==> src/include/qdc_params.svh <==
// constants shared by both ends of the quad converter serial load link
`ifndef QDC_PARAMS_SVH
`define QDC_PARAMS_SVH
`define QDC_CORE_MHZ        100
`define QDC_WORD_BITS       16
`define QDC_DATA_BITS       12
`define QDC_ADDR_HI_POS     15
`define QDC_ADDR_LO_POS     14
`define QDC_DATA_MSB_POS    11
`define QDC_CLEAR_MID       12'h800
`define QDC_CLEAR_ZERO      12'h000
`define QDC_FIFO_DEPTH      16
`define QDC_HALF_DIV        6
`define QDC_T_LD1_NS        40
`define QDC_T_LDW_NS        45
`define QDC_T_CLRW_NS       70
`define QDC_LD1_CYC         ((`QDC_T_LD1_NS * `QDC_CORE_MHZ + 999) / 1000)
`define QDC_LDW_CYC         ((`QDC_T_LDW_NS * `QDC_CORE_MHZ + 999) / 1000)
`define QDC_CLRW_CYC        ((`QDC_T_CLRW_NS * `QDC_CORE_MHZ + 999) / 1000)
`endif

==> src/include/qdc_pkg.sv <==
// types for the quad converter serial load link
`default_nettype none
package qdc_pkg;
   typedef enum logic [2:0] {
      QDC_IDLE    = 3'b000,
      QDC_SHIFT   = 3'b001,
      QDC_DESEL   = 3'b010,
      QDC_LD_WAIT = 3'b011,
      QDC_LOAD    = 3'b100,
      QDC_GAP     = 3'b101,
      QDC_CLEAR   = 3'b110
   } qdc_host_state_type;
   typedef logic [11:0] qdc_value_type;
endpackage : qdc_pkg
`default_nettype wire

==> src/include/qdc_if.sv <==
// serial load link between host controller and quad converter front end
`timescale 1ns/10ps
`default_nettype none
interface qdc_if;
   logic sclk;
   logic select_n;
   logic serial_in;
   logic load_strobe_n;
   logic clear_n;
   logic clear_value_select;
   modport host (output sclk, output select_n, output serial_in, output load_strobe_n,
                 output clear_n, output clear_value_select);
   modport dev  (input sclk, input select_n, input serial_in, input load_strobe_n,
                 input clear_n, input clear_value_select);
endinterface : qdc_if
`default_nettype wire

==> src/hdl/qdc_host.sv <==
// host end: word fifo and serial link sequencer with derived link clock
`timescale 1ns/10ps
`default_nettype none
`include "qdc_params.svh"
module qdc_fifo #(
   parameter int WIDTH = 14,
   parameter int DEPTH = `QDC_FIFO_DEPTH
) (
   input  wire logic             core_clk,
   input  wire logic             rst,
   input  wire logic             in_valid,
   output logic                  in_ready,
   input  wire logic [WIDTH-1:0] in_data,
   output logic                  out_valid,
   input  wire logic             out_ready,
   output logic [WIDTH-1:0]      out_data
);
   localparam int AW = $clog2(DEPTH);
   if (DEPTH < 2 || (1 << AW) != DEPTH) begin : g_bad
      $error("fifo depth must be a power of two, at least 2");
   end
   logic [WIDTH-1:0] mem [DEPTH];
   logic [AW-1:0]    wr_ptr;
   logic [AW-1:0]    rd_ptr;
   logic [AW:0]      count;
   wire              push = in_valid & in_ready;
   wire              pop  = out_valid & out_ready;

   assign in_ready  = count != (AW+1)'(DEPTH);
   assign out_valid = count != '0;
   assign out_data  = mem[rd_ptr];

   always_ff @(posedge core_clk) begin
      if (push)
         mem[wr_ptr] <= in_data;
   end
   always_ff @(posedge core_clk) begin
      if (rst) begin
         wr_ptr <= '0;
         rd_ptr <= '0;
         count  <= '0;
      end else begin
         if (push)
            wr_ptr <= wr_ptr + 1'b1;
         if (pop)
            rd_ptr <= rd_ptr + 1'b1;
         count <= count + (AW+1)'(push) - (AW+1)'(pop);
      end
   end
endmodule : qdc_fifo

module qdc_host #(
   parameter int HALF_DIV = `QDC_HALF_DIV
) (
   input  wire logic        core_clk,
   input  wire logic        rst,
   input  wire logic        wr_valid,
   output logic             wr_ready,
   input  wire logic [1:0]  wr_addr,
   input  wire logic [11:0] wr_data,
   input  wire logic        clear_req,
   input  wire logic        clear_mode,
   output logic             busy,
   qdc_if.host              link
);
   if (HALF_DIV < 1 || HALF_DIV > 255) begin : g_bad
      $error("HALF_DIV out of range 1..255");
   end
   localparam logic [7:0] HALF_LAST = 8'(HALF_DIV - 1);
   localparam logic [7:0] LD1_LAST  = 8'(`QDC_LD1_CYC - 1);
   localparam logic [7:0] LDW_LAST  = 8'(`QDC_LDW_CYC - 1);
   localparam logic [7:0] CLRW_LAST = 8'(`QDC_CLRW_CYC - 1);

   qdc_pkg::qdc_host_state_type state;
   logic        f_valid;
   logic        f_ready;
   logic [13:0] f_data;
   logic [15:0] word;
   logic [7:0]  cnt;
   logic [3:0]  bitcnt;
   logic        clear_pend;
   logic        clear_take;

   qdc_fifo #(.WIDTH(14), .DEPTH(`QDC_FIFO_DEPTH)) u_fifo (
      .core_clk  (core_clk),
      .rst       (rst),
      .in_valid  (wr_valid),
      .in_ready  (wr_ready),
      .in_data   ({wr_addr, wr_data}),
      .out_valid (f_valid),
      .out_ready (f_ready),
      .out_data  (f_data)
   );

   // clear has priority over a queued word; the fifo stalls until the link is idle
   assign clear_take = (state == qdc_pkg::QDC_IDLE) && clear_pend;
   assign f_ready    = (state == qdc_pkg::QDC_IDLE) && !clear_pend;
   assign busy       = (state != qdc_pkg::QDC_IDLE) || clear_pend || f_valid;

   // a request arriving with the take still wins
   always_ff @(posedge core_clk) begin
      if (rst)
         clear_pend <= 1'b0;
      else
         clear_pend <= (clear_pend & ~clear_take) | clear_req;
   end

   always_ff @(posedge core_clk) begin
      if (rst)
         link.clear_value_select <= 1'b0;
      else
         link.clear_value_select <= clear_mode;
   end

   always_ff @(posedge core_clk) begin
      if (rst) begin
         state              <= qdc_pkg::QDC_IDLE;
         link.sclk          <= 1'b1;
         link.select_n      <= 1'b1;
         link.serial_in     <= 1'b0;
         link.load_strobe_n <= 1'b1;
         link.clear_n       <= 1'b1;
         word               <= '0;
         cnt                <= '0;
         bitcnt             <= '0;
      end else begin
         case (state)
            qdc_pkg::QDC_IDLE: begin
               cnt <= '0;
               if (clear_take) begin
                  link.clear_n <= 1'b0;
                  state        <= qdc_pkg::QDC_CLEAR;
               end else if (f_valid) begin
                  // address, two fill bits, data
                  word          <= {f_data[13:12], 2'b00, f_data[11:0]};
                  bitcnt        <= '0;
                  link.select_n <= 1'b0;
                  state         <= qdc_pkg::QDC_SHIFT;
               end
            end
            qdc_pkg::QDC_SHIFT: begin
               if (cnt != HALF_LAST) begin
                  cnt <= cnt + 8'h01;
               end else begin
                  cnt <= '0;
                  if (link.sclk) begin
                     link.sclk      <= 1'b0;
                     link.serial_in <= word[15];
                     word           <= {word[14:0], 1'b0};
                  end else begin
                     link.sclk <= 1'b1;
                     bitcnt    <= bitcnt + 4'h1;
                     if (bitcnt == 4'hf)
                        state <= qdc_pkg::QDC_DESEL;
                  end
               end
            end
            qdc_pkg::QDC_DESEL: begin
               if (cnt != HALF_LAST) begin
                  cnt <= cnt + 8'h01;
               end else begin
                  cnt           <= '0;
                  link.select_n <= 1'b1;
                  state         <= qdc_pkg::QDC_LD_WAIT;
               end
            end
            qdc_pkg::QDC_LD_WAIT: begin
               if (cnt != LD1_LAST) begin
                  cnt <= cnt + 8'h01;
               end else begin
                  cnt                <= '0;
                  link.load_strobe_n <= 1'b0;
                  state              <= qdc_pkg::QDC_LOAD;
               end
            end
            qdc_pkg::QDC_LOAD: begin
               // link stays quiet with clock and select high while loading
               if (cnt != LDW_LAST) begin
                  cnt <= cnt + 8'h01;
               end else begin
                  cnt                <= '0;
                  link.load_strobe_n <= 1'b1;
                  state              <= qdc_pkg::QDC_GAP;
               end
            end
            qdc_pkg::QDC_GAP: begin
               if (cnt != HALF_LAST)
                  cnt <= cnt + 8'h01;
               else
                  state <= qdc_pkg::QDC_IDLE;
            end
            qdc_pkg::QDC_CLEAR: begin
               if (cnt != CLRW_LAST) begin
                  cnt <= cnt + 8'h01;
               end else begin
                  cnt          <= '0;
                  link.clear_n <= 1'b1;
                  state        <= qdc_pkg::QDC_GAP;
               end
            end
            default: begin
               state <= qdc_pkg::QDC_IDLE;
            end
         endcase
      end
   end
endmodule : qdc_host
`default_nettype wire

==> src/flat_wrapper.sv <==
// flat-port wrapper written by rule: the top's interface ports become plain ports
module qdc_host_flat 
#(
   parameter int HALF_DIV = `QDC_HALF_DIV
)
  (core_clk, rst, wr_valid, wr_ready, wr_addr, wr_data, clear_req, clear_mode, busy, link_sclk, link_select_n, link_serial_in, link_load_strobe_n, link_clear_n, link_clear_value_select);
  qdc_if link_i ();
  input  wire logic core_clk;
  input  wire logic rst;
  input  wire logic wr_valid;
  output logic wr_ready;
  input  wire logic [1:0] wr_addr;
  input  wire logic [11:0] wr_data;
  input  wire logic clear_req;
  input  wire logic clear_mode;
  output logic busy;
  output wire logic [$bits(link_i.sclk)-1:0] link_sclk;
  output wire logic [$bits(link_i.select_n)-1:0] link_select_n;
  output wire logic [$bits(link_i.serial_in)-1:0] link_serial_in;
  output wire logic [$bits(link_i.load_strobe_n)-1:0] link_load_strobe_n;
  output wire logic [$bits(link_i.clear_n)-1:0] link_clear_n;
  output wire logic [$bits(link_i.clear_value_select)-1:0] link_clear_value_select;
  assign link_sclk = link_i.sclk;
  assign link_select_n = link_i.select_n;
  assign link_serial_in = link_i.serial_in;
  assign link_load_strobe_n = link_i.load_strobe_n;
  assign link_clear_n = link_i.clear_n;
  assign link_clear_value_select = link_i.clear_value_select;
  qdc_host #(.HALF_DIV(HALF_DIV)) u_core (.core_clk(core_clk), .rst(rst), .wr_valid(wr_valid), .wr_ready(wr_ready), .wr_addr(wr_addr), .wr_data(wr_data), .clear_req(clear_req), .clear_mode(clear_mode), .busy(busy), .link(link_i));
endmodule
==> config.mk <==
export PLATFORM = sky130hd
export DESIGN_NAME = qdc_host_flat
export DESIGN_NICKNAME = d
export VERILOG_FILES = /design/src/include/qdc_pkg.sv /design/src/include/qdc_if.sv /design/src/hdl/qdc_host.sv /design/src/flat_wrapper.sv
export VERILOG_INCLUDE_DIRS = /design/src /design/src/include
export SDC_FILE = /design/constraint.sdc
export NUM_CORES = 1
export LEC_CHECK = 0
export BUFFER_PORTS_ARGS = -buffer_cell sky130_fd_sc_hd__buf_4
export CAP_MARGIN = 20
export CORE_MARGIN = 3
export CORE_UTILIZATION = 33
export DETAILED_ROUTE_END_ITERATION = 10
export PLACE_DENSITY = 0.49
export SLEW_MARGIN = 40
export SYNTH_ARGS = -nofsm -noshare
export SYNTH_HDL_FRONTEND = slang
export SYNTH_SLANG_ARGS = --single-unit
==> constraint.sdc <==
create_clock -name core_clk -period 3.2 [get_ports core_clk]
set_clock_uncertainty 0.15 [all_clocks]
set_input_delay 0.32 -clock core_clk [delete_from_list [all_inputs] [get_ports core_clk]]
set_output_delay 0.32 -clock core_clk [all_outputs]
set_load 0.005 [all_outputs]
### Yosys cells after proc, flatten, opt, wreduce, memory -nomap -nowiden

Memory sizes are Yosys's and may differ from the RTL's. A register that Yosys moved wholly into a read port is not among the register bits.
Index checks and enable logic that the tools add are counted.

| word-level totals | value |
|---|---|
| input bits | 19 |
| ROM bits | 0 |
| output and inout bits | 8 |
| bits in writable memories | 224 |
| register bits | 51 |
| word-level logic and storage cells | 118 |
| bits in latches | 0 |
| memories kept | 1 |

Memories:

| name | words | bits a word | rd ports | clocked after Yosys merged registers in | write ports | line | source |
|---|---|---|---|---|---|---|---|
| u_core.u_fifo.mem | 16 | 14 | 1 | 1 | 1 | qdc_host.sv:22 | `logic [WIDTH-1:0] mem [DEPTH];` |

| operators by class | value |
|---|---|
| $add $sub $neg | 6 |
| eq/ne operators | 26 |
| mux-type cells | 42 |
| order comparisons | 0 |
| reductions and logical operators | 23 |
| divide/modulo/power cells | 0 |
| $mul | 0 |
| bitwise operators | 6 |
| shift operators | 0 |

Operators with widths:

| kind | count |
|---|---|
| $mux 16 | 4 |
| $pmux 8 s6 | 1 |
| $mux 8 | 5 |
| $pmux 16 s2 | 1 |
| $mux 3 | 10 |
| $mux 4 | 6 |
| $ne 8x3->1 const B | 3 |
| $pmux 3 s7 | 1 |
| $ne 2x2->1 const B | 8 |
| $add 4x1->4 const B | 3 |
| $mux 1 | 10 |
| $ne 2x1->1 const B | 5 |
| $reduce_and 5->1 | 2 |
| $eq 3x3->1 const B | 3 |
| $reduce_and 3->1 | 3 |
| $reduce_and 9->1 | 1 |
| $add 8x1->8 const B | 1 |
| $ne 8x2->1 const B | 1 |
| $pmux 4 s2 | 1 |
| $reduce_bool 2->1 | 4 |
| $eq 3x2->1 const B | 2 |
| $pmux 1 s2 | 3 |
| $reduce_bool 6->1 | 1 |
| $add 5x1->5 | 1 |
| other kinds (17) | 23 |

### Longest topological paths before layout

| logic depth | value |
|---|---|
| depth after elaboration | 5 |
| depth in mapped cells | 13 |
| depth with buffers taken out | 13 |

### Hierarchy

A second synthesis with hierarchy kept.

| second synthesis, totals | value |
|---|---|
| cell total of the unflattened synthesis | 703 |
| area, all modules | 11293.3 µm² |

By module, submodules not included:

| module | times used | sequential area each (µm²) | cells an instance | area an instance (µm²) |
|---|---|---|---|---|
| qdc_fifo | 1 | 7066.8 | 452 | 9308.9 |
| qdc_host | 1 | 760.7 | 251 | 1984.4 |

### Least setup slack after synthesis

Ideal clock, no wire load.

| timing path | value |
|---|---|
| path kind | flip-flop to flip-flop |
| start point | register u_core.u_fifo.count[2] |
| end point | memory u_core.u_fifo.mem[3][0], enable pin |
| buffers on the path | 0 |
| arrival | 2.340 ns |
| setup slack | 0.307 ns |
| cell stages (with the launch flop) | 6 |
| clock period less this slack | 2.893 ns |
| setup time | 0.403 ns |
| data required time | 2.647 ns |
| path through | dfxtp_1 > inv_1 > ha_1 > a31oi_1 > nand2_1 > nor3_1 |

| on the way | value |
|---|---|
| cells in the longest elaborated chain, start to end | 4 |

RTL lines:

| element | line | source |
|---|---|---|
| start: declaration | qdc_host.sv:25 | `logic [AW:0] count;` |
| start signal: assignment | qdc_host.sv:47 | `count <= count + (AW+1)'(push) - (AW+1)'(pop);` |
| $ne 5x5->1 | qdc_host.sv:29 | `assign in_ready = count != (AW+1)'(DEPTH);` |
| $and 1x1->1 | qdc_host.sv:26 | `wire push = in_valid & in_ready;` |
| $mux 1 | qdc_host.sv:34 | `if (push)` |
| $mux 1 (implied by the code) | qdc_host.sv:35 | `mem[wr_ptr] <= in_data;` |
| end: declaration | qdc_host.sv:22 |  |

Every way passes these cells.

### Worst setup path after layout

| timing path | value |
|---|---|
| start point | register u_core.state[2] |
| end point | register u_core.u_fifo.count[4] |

| on the way | value |
|---|---|
| cells in the longest elaborated chain, start to end | 4 |

RTL lines:

| element | line | source |
|---|---|---|
| start: declaration | qdc_host.sv:74 | `qdc_pkg::qdc_host_state_type state;` |
| start signal: assignment | qdc_host.sv:117 | `state <= qdc_pkg::QDC_IDLE;` |
| start signal: assignment | qdc_host.sv:132 | `state <= qdc_pkg::QDC_CLEAR;` |
| start signal: assignment | qdc_host.sv:138 | `state <= qdc_pkg::QDC_SHIFT;` |
| $logic_not 3->1 | qdc_host.sv:97 | `assign f_ready = (state == qdc_pkg::QDC_IDLE) && !clear_pend;` |
| $logic_and 1x1->1 | qdc_host.sv:97 |  |
| $and 1x1->1 | qdc_host.sv:27 | `wire pop = out_valid & out_ready;` |
| $sub 5x1->5 | qdc_host.sv:47 |  |

Every way passes these cells.
A chain may end at the register's enable or synchronous reset.

==> results.toml <==
[run_status]
outcome = "complete, no violations"

[detailed_routing]
viasPerCell = 4.94
vias = 5958
drt-initial-drc-count = 336
dr.pass1.iters = 5
routedWlPerCell_um = 20.5
drc = 0
wirelength_mm = 24.7
antenna_left = 0

[logic_synthesis]
synth-seq-cells = 279
syn_avg_cell_area_um2 = 17.0
ys_seq_area_frac = 0.695
synth_top_cell_area_share = 0.597
synthArstFlopShare = 0
yosys.area.top_type = "edfxtp_1"
synthTopCellsByArea = "edfxtp_1 (60%), mux4_2 (11%), dfxtp_1 (9.8%)"
ys.warnings.count = 0
syn_area_um2 = 11300
syn_nets = 699
ys_types = 56
synth_edf_count = 224
syn_inst = 664
ys.flop_type = "edfxtp_1"

[layout]
final_cell_mix = "edfxtp_1 (224), nor2_1 (57), mux4_2 (56)"
layout_commonest_cell = "edfxtp_1"
nets = 770
fin_cells = 1206
drive_above_1_share = 0.226
syn_to_final_growth_pct = 18.4

[timing]
slew_violations = 0
finalHoldViolCount = 0
fin_hold_ws_ns = 0.0586
rsz0062_at_grt = "no"
slew_headroom = 0.559
setup_violations = 0
min_period_ns = 2.75
fin_crit_sh = 0.861
tightest_slew_ns = 0.662
max_freq_mhz = 363
setup_tns_ns = 0

[critical_path]
path_class = "reg -> reg"
worstPathRequired_ns = 3.46
critical_path_arrival_ns = 3.01
reg2reg_slack_ns = 0.45
r2r_start = "u_core.state[2]"
timing.rr.end = "u_core.u_fifo.count[4]"
crit_fanout = 13
r2r_cells = 11
setup.worst_path.start_class = "register"
end_kind = "register"

[placed_design]
dp.cells = 1134
gp_congestion = 0.751
port_buffers = 26
dp_hpwl_mm = 15.0

[clock_network]
clkLatencyLatePin_ns = 0.55
clk_pin_slew_ns = 0.06
clk_path_buf_depth = 3
ctsHtreeMaxLevel = 1
root_buffer = "clkbuf_16"
cts-buffers-inserted = 30
cts_tree = "yes"
ctsResizeCount = 0
clock-sinks = 279

[die]
dieArea_um2 = 36400
die_y_um = 191
core_area_um2 = 33600
rows = 67
die_w_um = 191
start_util = 0.335
top_level_ports = 27

[min_path]
min_from = "rst"
min_path_cells = 2
min_to = "u_core.link.clear_value_select"
hold_path.class = "in -> reg"

[global_route]
grt_max_degree = 42
grt_antenna_before_repair = 1
grt_pass1_wl_mm = 38.0
gr-usage-all-layers = 0.138
grt_overflow = 0
grt_pass1_vias = 6292

[run]
max-cap-violations = 0

[power]
worst_ir_drop_vdd_mv = 0.437
power_mw = 9.93
pwr_density_cell_nw_per_um2 = 745
p_leak_nw = 4.27
-- critical path, cell delays in order (launching register included) --
cell	delay (ns)
dfxtp_1	0.42
or3_1	0.56
nor3_4	0.23
xor2_1	0.16
ha_1	0.18
inv_1	0.06
fa_1	0.43
inv_1	0.07
a21oi_1	0.05
nor2_1	0.11
or3_1	0.12
a21oi_1	0.06
-- synthesized netlist by cell type (2+ instances only) --
cell         n
or3_1        6
nor3_4       2
ha_1        15
o2111ai_1    2
edfxtp_1   224
nor2b_1      4
nor2_1      57
o311ai_0     2
nand3_1      7
buf_1        4
dfxtp_1     55
mux4_2      56
clkbuf_1    12
buf_4        4
nor3_1      18
o41ai_1      3
buf_6        2
nand4_1      3
xnor2_1      5
xor2_1      12
nand2_1     19
or4_1        3
mux2i_1     33
a22oi_1     14
o21ai_0     18
nand2b_1     5
a31oi_1      2
buf_2       11
inv_1       17
a21oi_1     20
o21ai_1      4
-- per-layer routing --
layer,up-vias,wire length (um),track usage
li1,2748,-,-
met1,3070,11100,0.184
met2,106,12300,0.240
met3,34,864,0.0211
met4,0,435,0.0288
met5,-,0,0
-- how the worst max path moves through the flow --
stage / startpoint / to / slack [ns] / cells past startpoint
final: u_core.state[2] / u_core.u_fifo.count[4] / 0.45 / 11
after global routing: u_core.state[2] / u_core.u_fifo.count[4] / 0.28 / 11
after CTS: u_core.state[2] / u_core.u_fifo.count[4] / 0.46 / 11
after detailed placement: u_core.state[2] / u_core.u_fifo.count[4] / 0.46 / 11
after global placement: u_core.state[2] / u_core.u_fifo.count[4] / 0.54 / 11
after floorplan: u_core.u_fifo.count[2] / u_core.u_fifo.mem[3][0] / 0.31 / 5
-- final cells by class --
type / count / area (um^2)
tap: 448 / 561
sequential: 279 / 7830
clock inverter: 13 / 146
clock buffer: 41 / 792
inverter: 17 / 63.8
multi-input combinational: 335 / 3220
antenna: 1 / 2.50
timing repair buffer: 72 / 716
fill: 3022 / 20300
-- timing repair --
item                       CTS  global route
setup endpoints to repair    0             0
hold endpoints to repair   226             0
buffers inserted             0             0
hold buffers                16             0
-- where the power goes --
part / switching (mW) / leakage [nW] / internal (mW) / total [mW]
clock: 1.34 / 0.451 / 1.96 / 3.30
combinational: 1.21 / 1.34 / 1.04 / 2.25
sequential: 0.229 / 2.47 / 4.16 / 4.39
total: 2.77 / 4.27 / 7.16 / 9.93
-- kinds of logic after synthesis --
group,synth area share
fa+ha+maj,0.0184
xor+xnor,0.0132
mux,0.141
buf+inv,0.0206
simple gates,0.0642
compound gates,0.0469
flops,0.695
-- flip-flops by register name, summed over array words and instances (netlist names), named ones only --
register and cells:
u_core.u_fifo.mem 224, u_core.word 16, u_core.cnt 8, u_core.u_fifo.count 5
u_core.bitcnt 4, u_core.u_fifo.rd_ptr 4, u_core.u_fifo.wr_ptr 4, u_core.state 3
u_core.clear_pend 1, u_core.link.clear_n 1, u_core.link.clear_value_select 1, u_core.link.load_strobe_n 1
u_core.link.sclk 1, u_core.link.select_n 1, u_core.link.serial_in 1
-- through the flow --
stage | util | instance area (um^2) | setup WS [ns]
2_1_floorplan | - | 11300 | 0.307
6_report | 0.397 | 13300 | 0.446
5_1_grt | 0.397 | 13300 | 0.284
3_3_place_gp | 0.364 | 12200 | 0.540
3_5_place_dp | 0.364 | 12200 | 0.457
4_1_cts | 0.396 | 13300 | 0.458
Power figures use the tool's default switching activity.
